[config.mk]
export PLATFORM = sky130hd
export DESIGN_NAME = tile_ps_regs
export DESIGN_NICKNAME = d
export VERILOG_FILES = /design/src/verilog/tile_ps_pkg.sv /design/src/verilog/ring_osc_counter.sv /design/src/verilog/tile_ps_regs.sv
export VERILOG_INCLUDE_DIRS = /design/src /design/src/verilog
export SDC_FILE = /design/constraint.sdc
export NUM_CORES = 1
export LEC_CHECK = 0
export BUFFER_PORTS_ARGS = -buffer_cell sky130_fd_sc_hd__buf_2
export CORE_MARGIN = 2
export CORE_UTILIZATION = 48
export CTS_BUF_LIST = sky130_fd_sc_hd__clkbuf_8
export DETAILED_ROUTE_END_ITERATION = 8
export PLACE_DENSITY = 0.82
export SLEW_MARGIN = 20
export SYNTH_ARGS = -nofsm -noshare
export SYNTH_HDL_FRONTEND = slang
export SYNTH_SLANG_ARGS = --single-unit
[constraint.sdc]
create_clock -name clk -period 2.55 [get_ports clk]
set_clock_uncertainty 0.1 [all_clocks]
set_input_delay 0.765 -clock clk [delete_from_list [all_inputs] [get_ports clk]]
set_output_delay 0.765 -clock clk [all_outputs]
set_load 0.005 [all_outputs]
[src/verilog/tile_ps_consts.svh]
/*
 Offsets, field positions, masks and reset values of the tile processor-state
 register group. Assumes inclusion by bare name from both design modules.
*/
// Function
// Boot status read-only; processor number, PLL pins.
// Boot status bits show RAM and JTAG boot.
// Boot status bit 5 shows second core off.
// Boot status bit 4 disables OTP level polling.
// Security register holds copy of OTP word.
// Security bit 31 removes its own write permission.
// Security bit 14 disables global debug access.
// Security bit 0 disables JTAG debug TAP.
// Security bit 4 blocks JTAG boot/PLL access.
// Bits 11:8 lock sectors, bit 12 all.
// Security bit 5 forces OTP boot, mirrored.
// Four free-running oscillators each clock a counter.
// Control bit 1 core, bit 0 peripheral, reset zero.
// Software reads counts only after stopping oscillators.
// Counts in bits 15:0, not system reset.
// Register 0x07 returns tile cell count.
// Register 0x08 returns tile wire count.
// Registers 0x09, 0x0A return peripheral counts.
// Reserved bits ignore writes, read zero.
// Write-disabled security register holds until reset.
`ifndef TILE_PS_CONSTS_SVH
`define TILE_PS_CONSTS_SVH

// ----------------------------------------------------------------------
// Register numbers
// ----------------------------------------------------------------------
`define PS_ADDR_BOOT        8'h03
`define PS_ADDR_SECURITY    8'h05
`define PS_ADDR_OSC_CTRL    8'h06
`define PS_ADDR_OSC_CNT0    8'h07
`define PS_ADDR_OSC_CNT1    8'h08
`define PS_ADDR_OSC_CNT2    8'h09
`define PS_ADDR_OSC_CNT3    8'h0a

// ----------------------------------------------------------------------
// Field positions
// ----------------------------------------------------------------------
`define BOOT_OVERRIDE_BIT   8
`define SEC_LOCK_BIT        31
`define SEC_GDEBUG_BIT      14
`define SEC_MASTER_LOCK_BIT 12
`define SEC_SECTOR_LSB      8
`define SEC_REDUNDANCY_BIT  7
`define SEC_OTP_BOOT_BIT    5
`define SEC_PLL_JTAG_BIT    4
`define SEC_TAP_BIT         0
`define OSC_CORE_BIT        1
`define OSC_PERIPH_BIT      0

// ----------------------------------------------------------------------
// Masks and reset values
// ----------------------------------------------------------------------
`define SEC_WRITE_MASK      32'h80005fb1
`define BOOT_READ_MASK      32'h00ff013f
`define OSC_CTRL_RESET      2'h0
`define OSC_COUNT_RESET     16'h0000
`define OSC_COUNT_W         16
`define OSC_NUM             4

`endif

[src/verilog/tile_ps_pkg.sv]
/*
 Types shared by the tile processor-state register group.
 Assumes tile_ps_consts.svh is reachable on the include path.
*/
package tile_ps_pkg;

    typedef enum logic [1:0] {
        PH_LOAD = 2'b01,
        PH_RUN  = 2'b10
    } tile_phase_e;

    // One processor-state access, read or write
    typedef struct packed {
        logic        req;
        logic        write;
        logic        fromJtag;
        logic [7:0]  addr;
        logic [31:0] wrData;
    } ps_req_s;

    // Boot straps sampled after reset release
    typedef struct packed {
        logic [7:0] processorNum;
        logic       secondCorePoweredOff;
        logic       disableOtpPoll;
        logic       bootFromRam;
        logic       bootFromJtag;
        logic [1:0] bootPllPinValue;
    } boot_straps_s;

    typedef struct packed {
        tile_phase_e  phase;
        logic         ack;
        logic [31:0]  rdData;
        boot_straps_s straps;
        logic [31:0]  security;
        logic [1:0]   oscCtrl;
    } tile_state_s;

    typedef struct packed {
        logic [15:0] count;
    } osc_count_s;

endpackage

[src/verilog/ring_osc_counter.sv]
/*
 One ring oscillator counter. Counts oscillator ticks while enabled.
 Assumes tick is synchronous to clk and porRstn is the power-on reset only.
*/
`timescale 1ns/1ps
`include "tile_ps_consts.svh"

module ring_osc_counter
    import tile_ps_pkg::*;
(
    // Clock and power-on reset
    input  wire logic        clk,
    input  wire logic        porRstn,
    // Oscillator side
    input  wire logic        enable,
    input  wire logic        tick,
    // Count readout
    output logic [15:0]      count
);

    osc_count_s state_r;
    osc_count_s state_nxt;

    always_comb begin
        state_nxt = state_r;
        // System reset does not reach here, so a count survives it
        if (enable && tick) begin
            state_nxt.count = state_r.count + 16'h0001;
        end
    end

    always_ff @(posedge clk or negedge porRstn) begin
        if (!porRstn) begin
            state_r.count <= `OSC_COUNT_RESET;
        end else begin
            state_r <= state_nxt;
        end
    end

    assign count = state_r.count;
endmodule // ring_osc_counter

[src/verilog/tile_ps_regs.sv]
/*
 Tile processor-state registers: boot status, security configuration and
 the ring oscillator block. Assumes one access at most per cycle from the
 processor-state instructions, with the answer one cycle later.
*/
`timescale 1ns/1ps
`include "tile_ps_consts.svh"

module tile_ps_regs
    import tile_ps_pkg::*;
(
    // Clock and resets
    input  wire logic        clk,
    input  wire logic        rstn,
    input  wire logic        porRstn,
    // Processor-state access
    input  wire ps_req_s     psReq,
    output logic             psAck_r,
    output logic [31:0]      psRdData_r,
    // Boot straps and OTP security word
    input  wire boot_straps_s bootStraps,
    input  wire logic [31:0] otpSecurityWord,
    // Oscillator ticks, one per oscillator
    input  wire logic [3:0]  oscTick,
    // Oscillator enables
    output logic             coreOscEnable_r,
    output logic             periphOscEnable_r,
    // Security controls
    output logic             jtagTapDisable_r,
    output logic             globalDebugDisable_r,
    output logic             pllJtagBlock_r,
    output logic [3:0]       otpSectorLock_r,
    output logic             otpMasterLock_r,
    output logic             otpRedundancyEnable_r,
    output logic             otpBootOverride_r,
    output logic             securityWriteLocked_r
);

    // ------------------------------------------------------------------
    // State
    // ------------------------------------------------------------------
    tile_state_s state_r;
    tile_state_s state_nxt;
    logic [15:0] oscCount [0:3];
    logic [3:0]  oscRun;

    // ------------------------------------------------------------------
    // Helpers
    // ------------------------------------------------------------------
    function automatic logic isAccess(input ps_req_s r, input logic [7:0] a,
                                      input logic wr);
        isAccess = r.req && (r.write == wr) && (r.addr == a);
    endfunction

    function automatic logic [31:0] bootWord(input boot_straps_s s,
                                             input logic otpBoot);
        logic [31:0] w;
        w = 32'h00000000;
        w[23:16] = s.processorNum;
        w[1:0] = s.bootPllPinValue;
        w[3] = s.bootFromRam;
        w[2] = s.bootFromJtag;
        w[5] = s.secondCorePoweredOff;
        w[4] = s.disableOtpPoll;
        w[`BOOT_OVERRIDE_BIT] = otpBoot;
        bootWord = w & `BOOT_READ_MASK;
    endfunction

    function automatic logic [31:0] countWord(input logic [15:0] c);
        countWord = {16'h0000, c};
    endfunction

    // ------------------------------------------------------------------
    // Oscillator counters
    // ------------------------------------------------------------------
    // Counters 0 and 1 are the tile oscillators, 2 and 3 the peripheral ones
    assign oscRun[0] = state_r.oscCtrl[`OSC_CORE_BIT];
    assign oscRun[1] = state_r.oscCtrl[`OSC_CORE_BIT];
    assign oscRun[2] = state_r.oscCtrl[`OSC_PERIPH_BIT];
    assign oscRun[3] = state_r.oscCtrl[`OSC_PERIPH_BIT];

    genvar gi;
    generate
        for (gi = 0; gi < `OSC_NUM; gi = gi + 1) begin : gOsc
            ring_osc_counter uCounter (
                .clk     (clk),
                .porRstn (porRstn),
                .enable  (oscRun[gi]),
                .tick    (oscTick[gi]),
                .count   (oscCount[gi])
            );
        end
    endgenerate

    // ------------------------------------------------------------------
    // Next state
    // ------------------------------------------------------------------
    always_comb begin
        state_nxt = state_r;
        state_nxt.ack = 1'b0;
        state_nxt.rdData = 32'h00000000;
        case (state_r.phase)
            PH_LOAD: begin
                // Straps and OTP word are caught once, after reset release
                state_nxt.straps = bootStraps;
                state_nxt.security = otpSecurityWord & `SEC_WRITE_MASK;
                state_nxt.phase = PH_RUN;
            end
            PH_RUN: begin
                if (psReq.req) begin
                    state_nxt.ack = 1'b1;
                end
                if (isAccess(psReq, `PS_ADDR_SECURITY, 1'b1)
                    && !state_r.security[`SEC_LOCK_BIT]) begin
                    state_nxt.security = psReq.wrData & `SEC_WRITE_MASK;
                end
                if (isAccess(psReq, `PS_ADDR_OSC_CTRL, 1'b1)) begin
                    state_nxt.oscCtrl = psReq.wrData[1:0];
                end
                if (psReq.req && !psReq.write) begin
                    case (psReq.addr)
                        `PS_ADDR_BOOT: begin
                            // A blocked JTAG read sees zero rather than an error
                            if (!(psReq.fromJtag
                                  && state_r.security[`SEC_PLL_JTAG_BIT])) begin
                                state_nxt.rdData = bootWord(state_r.straps,
                                    state_r.security[`SEC_OTP_BOOT_BIT]);
                            end
                        end
                        `PS_ADDR_SECURITY: begin
                            state_nxt.rdData = state_r.security;
                        end
                        `PS_ADDR_OSC_CTRL: begin
                            state_nxt.rdData = {30'h00000000, state_r.oscCtrl};
                        end
                        `PS_ADDR_OSC_CNT0: begin
                            state_nxt.rdData = countWord(oscCount[0]);
                        end
                        `PS_ADDR_OSC_CNT1: begin
                            state_nxt.rdData = countWord(oscCount[1]);
                        end
                        `PS_ADDR_OSC_CNT2: begin
                            state_nxt.rdData = countWord(oscCount[2]);
                        end
                        `PS_ADDR_OSC_CNT3: begin
                            state_nxt.rdData = countWord(oscCount[3]);
                        end
                        default: begin
                            state_nxt.rdData = 32'h00000000;
                        end
                    endcase
                end
            end
            default: begin
                state_nxt.phase = PH_LOAD;
            end
        endcase
    end

    // ------------------------------------------------------------------
    // Registers
    // ------------------------------------------------------------------
    always_ff @(posedge clk or negedge rstn) begin
        if (!rstn) begin
            state_r.phase <= PH_LOAD;
            state_r.ack <= 1'b0;
            state_r.rdData <= 32'h00000000;
            state_r.straps <= '0;
            state_r.security <= 32'h00000000;
            state_r.oscCtrl <= `OSC_CTRL_RESET;
        end else begin
            state_r <= state_nxt;
        end
    end

    // ------------------------------------------------------------------
    // Outputs
    // ------------------------------------------------------------------
    assign psAck_r = state_r.ack;
    assign psRdData_r = state_r.rdData;
    assign coreOscEnable_r = state_r.oscCtrl[`OSC_CORE_BIT];
    assign periphOscEnable_r = state_r.oscCtrl[`OSC_PERIPH_BIT];
    assign jtagTapDisable_r = state_r.security[`SEC_TAP_BIT];
    assign globalDebugDisable_r = state_r.security[`SEC_GDEBUG_BIT];
    assign pllJtagBlock_r = state_r.security[`SEC_PLL_JTAG_BIT];
    assign otpSectorLock_r = state_r.security[`SEC_SECTOR_LSB +: 4];
    assign otpMasterLock_r = state_r.security[`SEC_MASTER_LOCK_BIT];
    assign otpRedundancyEnable_r = state_r.security[`SEC_REDUNDANCY_BIT];
    assign otpBootOverride_r = state_r.security[`SEC_OTP_BOOT_BIT];
    assign securityWriteLocked_r = state_r.security[`SEC_LOCK_BIT];

    logic running;
    assign running = (state_r.phase == PH_RUN);
endmodule // tile_ps_regs
==> results.yml, run 1 <==
logic_synthesis:
  syn_inst: 536
  synth_compound_area_share_pct: 4.785
  synth_top_cell_area_share_pct: 49.75
  synth-simple-area-share_pct: 16.08
  synth.avg_cell_area_um2: 11.07
  synth_area_leaders: "dfrtp_1, mux2_2, xnor2_1"
  synthFlopType: "dfrtp_1"
  synthArstFlopShare_pct: 100.0
  synth_cell_types: 40
  synthMuxAreaShare_pct: 12.75
  synth_top_family_by_area: "simple AND/OR/NAND/NOR gates"
  synth_seq_area_share_pct: 50.19
  yosysTopAreaCell: "dfrtp_1"
  ys_ff_latch: 119
  synth_edf_count: 0
  syn_area_um2: 5936
  yosys.area_share.adder_pct: 0.8432
  ys_warn_count: 0
  synth-xor-area-share_pct: 8.853
cells_and_area:
  final_common_cell: "dfrtp_1"
  nNetsFinal: 720
  num_antenna_cells: 0
  final_cell_mix: "dfrtp_1, buf_2, mux2_2, nand2_1, xnor2_1"
  syn_to_final_growth_pct: 16.74
  layout-drive-gt1-share_pct: 33.49
worst_setup_path:
  r2r_end: "jtagTapDisable_r$_DFFE_PN0P_"
  startpoint_type: "input port"
  r2r_slack_ns: 0.50
  critPathRequiredTime_ns: 2.78
  arrival_ns: 2.57
  reg2reg_depth: 4
  crit_fanout: 9
  endpoint_kind: "flop"
  timing.rr.start: "state_r[81]$_DFFE_PN1N_"
  path_class: "input port to flop"
power_and_ir_drop:
  leakagePower_nw: 3.276
  power_mw: 4.194
  ir_worst_vdd_mv: 0.2841
  power_density_nw_per_um2: 605.3
clocking:
  ctsLongestPathBuffers: 2
  cts_tree: "yes"
  clk_pin_slew_ns: 0.07
  cts_hold_buffers: 0
  h-tree-depth: 4
  clock_sinks: 119
  cts.repair.resized: 0
  cts_setup_buffers: 0
  clock-root-buffer: "clkbuf_8"
  cts_buffers: 17
  clkLatencyLatePin_ns: 0.44
sta:
  setup_viol: 0
  tightestPinTransition_ns: 1.042
  rsz0062_at_grt: "no"
  fmax_mhz: 427.4
  slew_headroom_pct: 30.42
  final.min_clock_period_ns: 2.340
  fin_crit_sh_pct: 91.75
  drv_slew: 0
  finalHoldViolCount: 0
  worst_hold_slack_ns: 0.1846
detailed_routing:
  dr.pass1.iters: 6
  first_iter_violations: 501
  wl_um: 13610
  drc: 0
  viasPerCell: 5.380
  drt.antenna.violating_nets: 0
  wire_per_inst_um: 17.00
  vias: 4309
placement:
  dp_hpwl_um: 10070
  place.gp.congestion: 0.8976
  io_buffers: 93
global_routing:
  grt_start_max_net_pins: 65
  track_usage_pct: 21.78
  overflow: 0
  grt_first_pass_wirelength_um: 21710
  antenna_found_initial: 0
  grt_pass1_vias: 4248
floorplan:
  die_w_um: 115.2
  dieArea_um2: 13270
  num_io_pins: 142
  rows: 40
  dieHeight_um: 115.2
  initial_utilization_pct: 49.21
  core-area_um2: 12060
run_status:
  status: "complete, no violations"
worst_hold_path:
  holdCritPathClass: "input port to async pin"
run:
  maxCapViolCount: 0
==> Yosys cell counts, types with 2 or more instances <==
| master | count |
|---|---|
| nor2b_1 | 2 |
| buf_1 | 2 |
| nand2_1 | 46 |
| nor3_1 | 21 |
| inv_1 | 5 |
| and4_1 | 2 |
| ha_1 | 4 |
| nand3_1 | 19 |
| xnor2_1 | 39 |
| clkbuf_1 | 14 |
| or2_2 | 4 |
| a21oi_1 | 17 |
| nand2b_1 | 5 |
| nand4_1 | 15 |
| mux2_4 | 9 |
| nor4bb_1 | 2 |
| and2_1 | 12 |
| mux2i_1 | 7 |
| xor2_1 | 21 |
| buf_2 | 2 |
| nor2_1 | 22 |
| a32oi_1 | 5 |
| a22oi_1 | 9 |
| o21ai_0 | 13 |
| buf_6 | 2 |
| mux2_2 | 49 |
| buf_4 | 36 |
| and3_1 | 11 |
| nor4_1 | 5 |
| dfrtp_1 | 118 |
| nor4b_1 | 9 |
==> routing by layer <==
metal,part of all wire [%],vias up,GRT usage (%)
li1,-,2006,-
met1,40,2088,27.61
met2,51,178,35.73
met4,3.7,0,10.20
met5,0,-,0
met3,4.9,37,4.797
==> worst max-delay path, cell delays in order <==
cell	delay (ns)
buf_2	0.12
or4_1	0.53
buf_4	0.19
buf_4	0.16
nor3_1	0.29
buf_4	0.23
a22oi_1	0.08
a21oi_1	0.21
==> registers in the layout, indices dropped and copies added, names as in the netlist <==
name and cells:
jtagTapDisable_r 1, gOsc.uCounter.count 64, periphOscEnable_r 1, globalDebugDisable_r 1, otpRedundancyEnable_r 1, coreOscEnable_r 1
otpMasterLock_r 1, otpSectorLock_r 4, pllJtagBlock_r 1, psAck_r 1, state_r 16, otpBootOverride_r 1
psRdData_r 25, securityWriteLocked_r 1
==> worst max path at each step <==
stage	cells past startpoint	slack (ns)	end	start
final	8	0.21	psRdData_r[7]$_DFF_PN0_	psReq[37]
after global routing	8	0.14	psRdData_r[8]$_DFF_PN0_	psReq[37]
after CTS	8	0.26	psRdData_r[7]$_DFF_PN0_	psReq[37]
after detailed placement	8	-0.20	psRdData_r[7]$_DFF_PN0_	psReq[37]
after global placement	8	-0.21	psRdData_r[7]$_DFF_PN0_	psReq[37]
after floorplan	6	0.03	globalDebugDisable_r$_DFFE_PN0P_	psReq[37]
==> stage by stage <==
step	TNS [ns]	utilization (%)	setup WS, ns	cell area [µm²]	instances
after floorplan	0	-	0.02713	5958	542
after global placement	-3.903	53.57	-0.2093	6461	769
after detailed placement	-3.515	53.57	-0.2047	6461	769
after CTS	0	57.45	0.2629	6929	801
after global routing	0	57.45	0.1393	6929	801
final	0	57.45	0.2103	6929	801
==> area by class of cell <==
type / count / area (µm²)
Clock buffer: 22 / 302.8
Clock inverter: 10 / 165.2
Fill cell: 951 / 5132
Inverter: 5 / 18.77
Multi-Input combinational cell: 362 / 2597
Sequential cell: 119 / 2979
Tap cell: 168 / 210.2
Timing Repair Buffer: 115 / 655.6
==> report_power, final <==
group	internal [mW]	switching (mW)
Clock	1.20	0.748
Combinational	0.123	0.134
Sequential	1.93	0.0560
==> cell families (layout without fill, tap and decap cells) <==
family          Yosys count  count (layout)
compound gates           47              47
simple gates            179             179
flops                   119             119
xor+xnor                 60              60
other cells               1               7
buf+inv                  61             152
fa+ha+maj                 4               4
mux                      65              65
Power figures use the tool's default switching activity.
==> run 2, diff against run 1 <==
--- a/config.mk
+++ b/config.mk
@@ -8,10 +8,10 @@
 export LEC_CHECK = 0
 export BUFFER_PORTS_ARGS = -buffer_cell sky130_fd_sc_hd__buf_2
 export CORE_MARGIN = 2
-export CORE_UTILIZATION = 48
+export CORE_UTILIZATION = 25
 export CTS_BUF_LIST = sky130_fd_sc_hd__clkbuf_8
 export DETAILED_ROUTE_END_ITERATION = 8
-export PLACE_DENSITY = 0.82
+export PLACE_DENSITY = 0.52
 export SLEW_MARGIN = 20
 export SYNTH_ARGS = -nofsm -noshare
 export SYNTH_HDL_FRONTEND = slang
==> run 2 against run 1 <==
Net effect:
- maximum frequency up 0.34%
- setup slack better by 0.0080 ns
- cell count up 19%
- die area up 88%
- core utilization down 27 points
- critical path depth down 1
- critical endpoint is now psRdData_r[15]$_DFF_PN0_
- largest power group unchanged
==> results.yml, run 2 (synthesis results as in run 1) <==
sta:
  fin_crit_sh_pct: 91.44
  final.min_clock_period_ns: 2.332
  fmax_mhz: 428.9
  slew_headroom_pct: 61.64
  tightestPinTransition_ns: 0.5753
  rsz0062_at_grt: "no"
  drv_slew: 0
  setup_viol: 0
  finalHoldViolCount: 0
global_routing:
  track_usage_pct: 12.09
  grt_pass1_vias: 4072
  grt_first_pass_wirelength_um: 22670
  overflow: 0
  antenna_found_initial: 0
  grt_start_max_net_pins: 56
worst_hold_path:
  holdCritPathClass: "input port to async pin"
power_and_ir_drop:
  leakagePower_nw: 3.276
  ir_worst_vdd_mv: 0.2967
  power_density_nw_per_um2: 533.8
detailed_routing:
  wl_um: 14420
  wl_met2_um: 6788
  vias: 4083
  dr.pass1.iters: 4
  highest_layer: "met4"
  wire_per_inst_um: 15.11
  drt.antenna.violating_nets: 0
  wl_met3_um: 548
  viasPerCell: 4.280
  wl_met1_um: 6901
  drc: 0
  first_iter_violations: 193
cells_and_area:
  final_core_util_pct: 30.06
  final_common_cell: "dfrtp_1"
  fin_area_um2: 7036
  layout-drive-gt1-share_pct: 32.76
  syn_to_final_growth_pct: 18.53
  top_register: "gOsc.uCounter.count"
  num_antenna_cells: 0
  largest_register_ffs: 64
  final_cell_mix: "dfrtp_1, buf_2, mux2_2, nand2_1, xnor2_1"
  nNetsFinal: 724
worst_setup_path:
  endpoint_kind: "flop"
  reg2reg_depth: 4
  slowest_stage: "or4_1"
  startpoint_type: "input port"
  path_class: "input port to flop"
  cp_slowest_stage_delay_ns: 0.65
  crit_fanout: 18
  critPathRequiredTime_ns: 2.78
  r2r_slack_ns: 0.59
  r2r_end: "gOsc[2].uCounter.count[14]$_DFFE_PN0P_"
  cpLargestDelayFamily: "simple AND/OR/NAND/NOR gates"
  crit_chain: "buf_2 -> or4_1 -> buf_4 -> buf_4 -> nor3_1 -> o21ai_0 -> a21oi_1"
  cp_num_buf_inv: 3
  crit_path_frequent_cell: "buf_4"
  timing.rr.start: "periphOscEnable_r$_DFFE_PN0P_"
  arrival_ns: 2.56
placement:
  dp_hpwl_um: 10990
  place.gp.congestion: 0.8152
  io_buffers: 93
  place_area_um2: 6693
clocking:
  cts_setup_buffers: 0
  ctsLongestPathBuffers: 2
  cts_hold_buffers: 0
  cts.repair.resized: 0
  cts_tree: "yes"
  h-tree-depth: 4
  cts_buffers: 17
  clock_sinks: 119
  clkLatencyLatePin_ns: 0.43
  clk_pin_slew_ns: 0.07
  clock-root-buffer: "clkbuf_8"
floorplan:
  dieArea_um2: 24990
  core-area_um2: 23400
  rows: 56
  initial_utilization_pct: 25.36
  dieHeight_um: 158.1
  num_io_pins: 142
  die_w_um: 158.1
run:
  maxCapViolCount: 0
run_status:
  status: "complete, no violations"
==> run 2: how the worst max path moves through the flow <==
stage,start,endpoint,cells after the start
final,psReq[37],psRdData_r[15]$_DFF_PN0_,7
after global placement,psReq[37],psRdData_r[7]$_DFF_PN0_,7
after detailed placement,psReq[37],psRdData_r[15]$_DFF_PN0_,7
after CTS,psReq[37],psRdData_r[15]$_DFF_PN0_,7
after global routing,psReq[37],psRdData_r[15]$_DFF_PN0_,7
after floorplan,psReq[37],globalDebugDisable_r$_DFFE_PN0P_,6
==> run 2: cell type report <==
cell class / count / area [µm²]
Fill cell: 2484 / 16370
Sequential cell: 119 / 2979
Multi-Input combinational cell: 362 / 2597
Timing Repair Buffer: 119 / 698.2
Tap cell: 319 / 399.1
Clock buffer: 20 / 275.3
Clock inverter: 10 / 67.56
Inverter: 5 / 18.77
==> run 2: per-layer routing <==
metal  vias to the layer above  global-route usage [%]
met5                         -                       0
met4                         0                   5.019
met3                        11                   2.491
met2                        89                   18.32
met1                      1977                   16.76
li1                       2006                       -
==> run 2: worst reg2reg max path, cell delays in order, from the launching register on <==
cell and delay, ns:
dfrtp_1 0.57, and2_1 0.39, nand4_1 0.36, nor3_1 0.29, xor2_1 0.18
==> run 2: stage by stage <==
step	std cells	setup TNS, ns	hold slack [ns]	worst slack [ns]	power (mW)
finish	954	0	0.2289	0.2183	3.756
detailed placement	924	-2.347	0.3573	-0.1866	2.283
global route	954	0	0.2380	0.2134	3.943
global placement	924	-2.070	0.3564	-0.1474	2.277
CTS	954	0	0.2088	0.2893	3.829
floorplan	542	0	0.3362	0.02713	2.139
==> run 2: report_power, final <==
group          internal, mW  switching (mW)  total (mW)
Sequential             1.94          0.0521        1.99
Clock                 0.810           0.704        1.51
Combinational         0.124           0.131       0.255
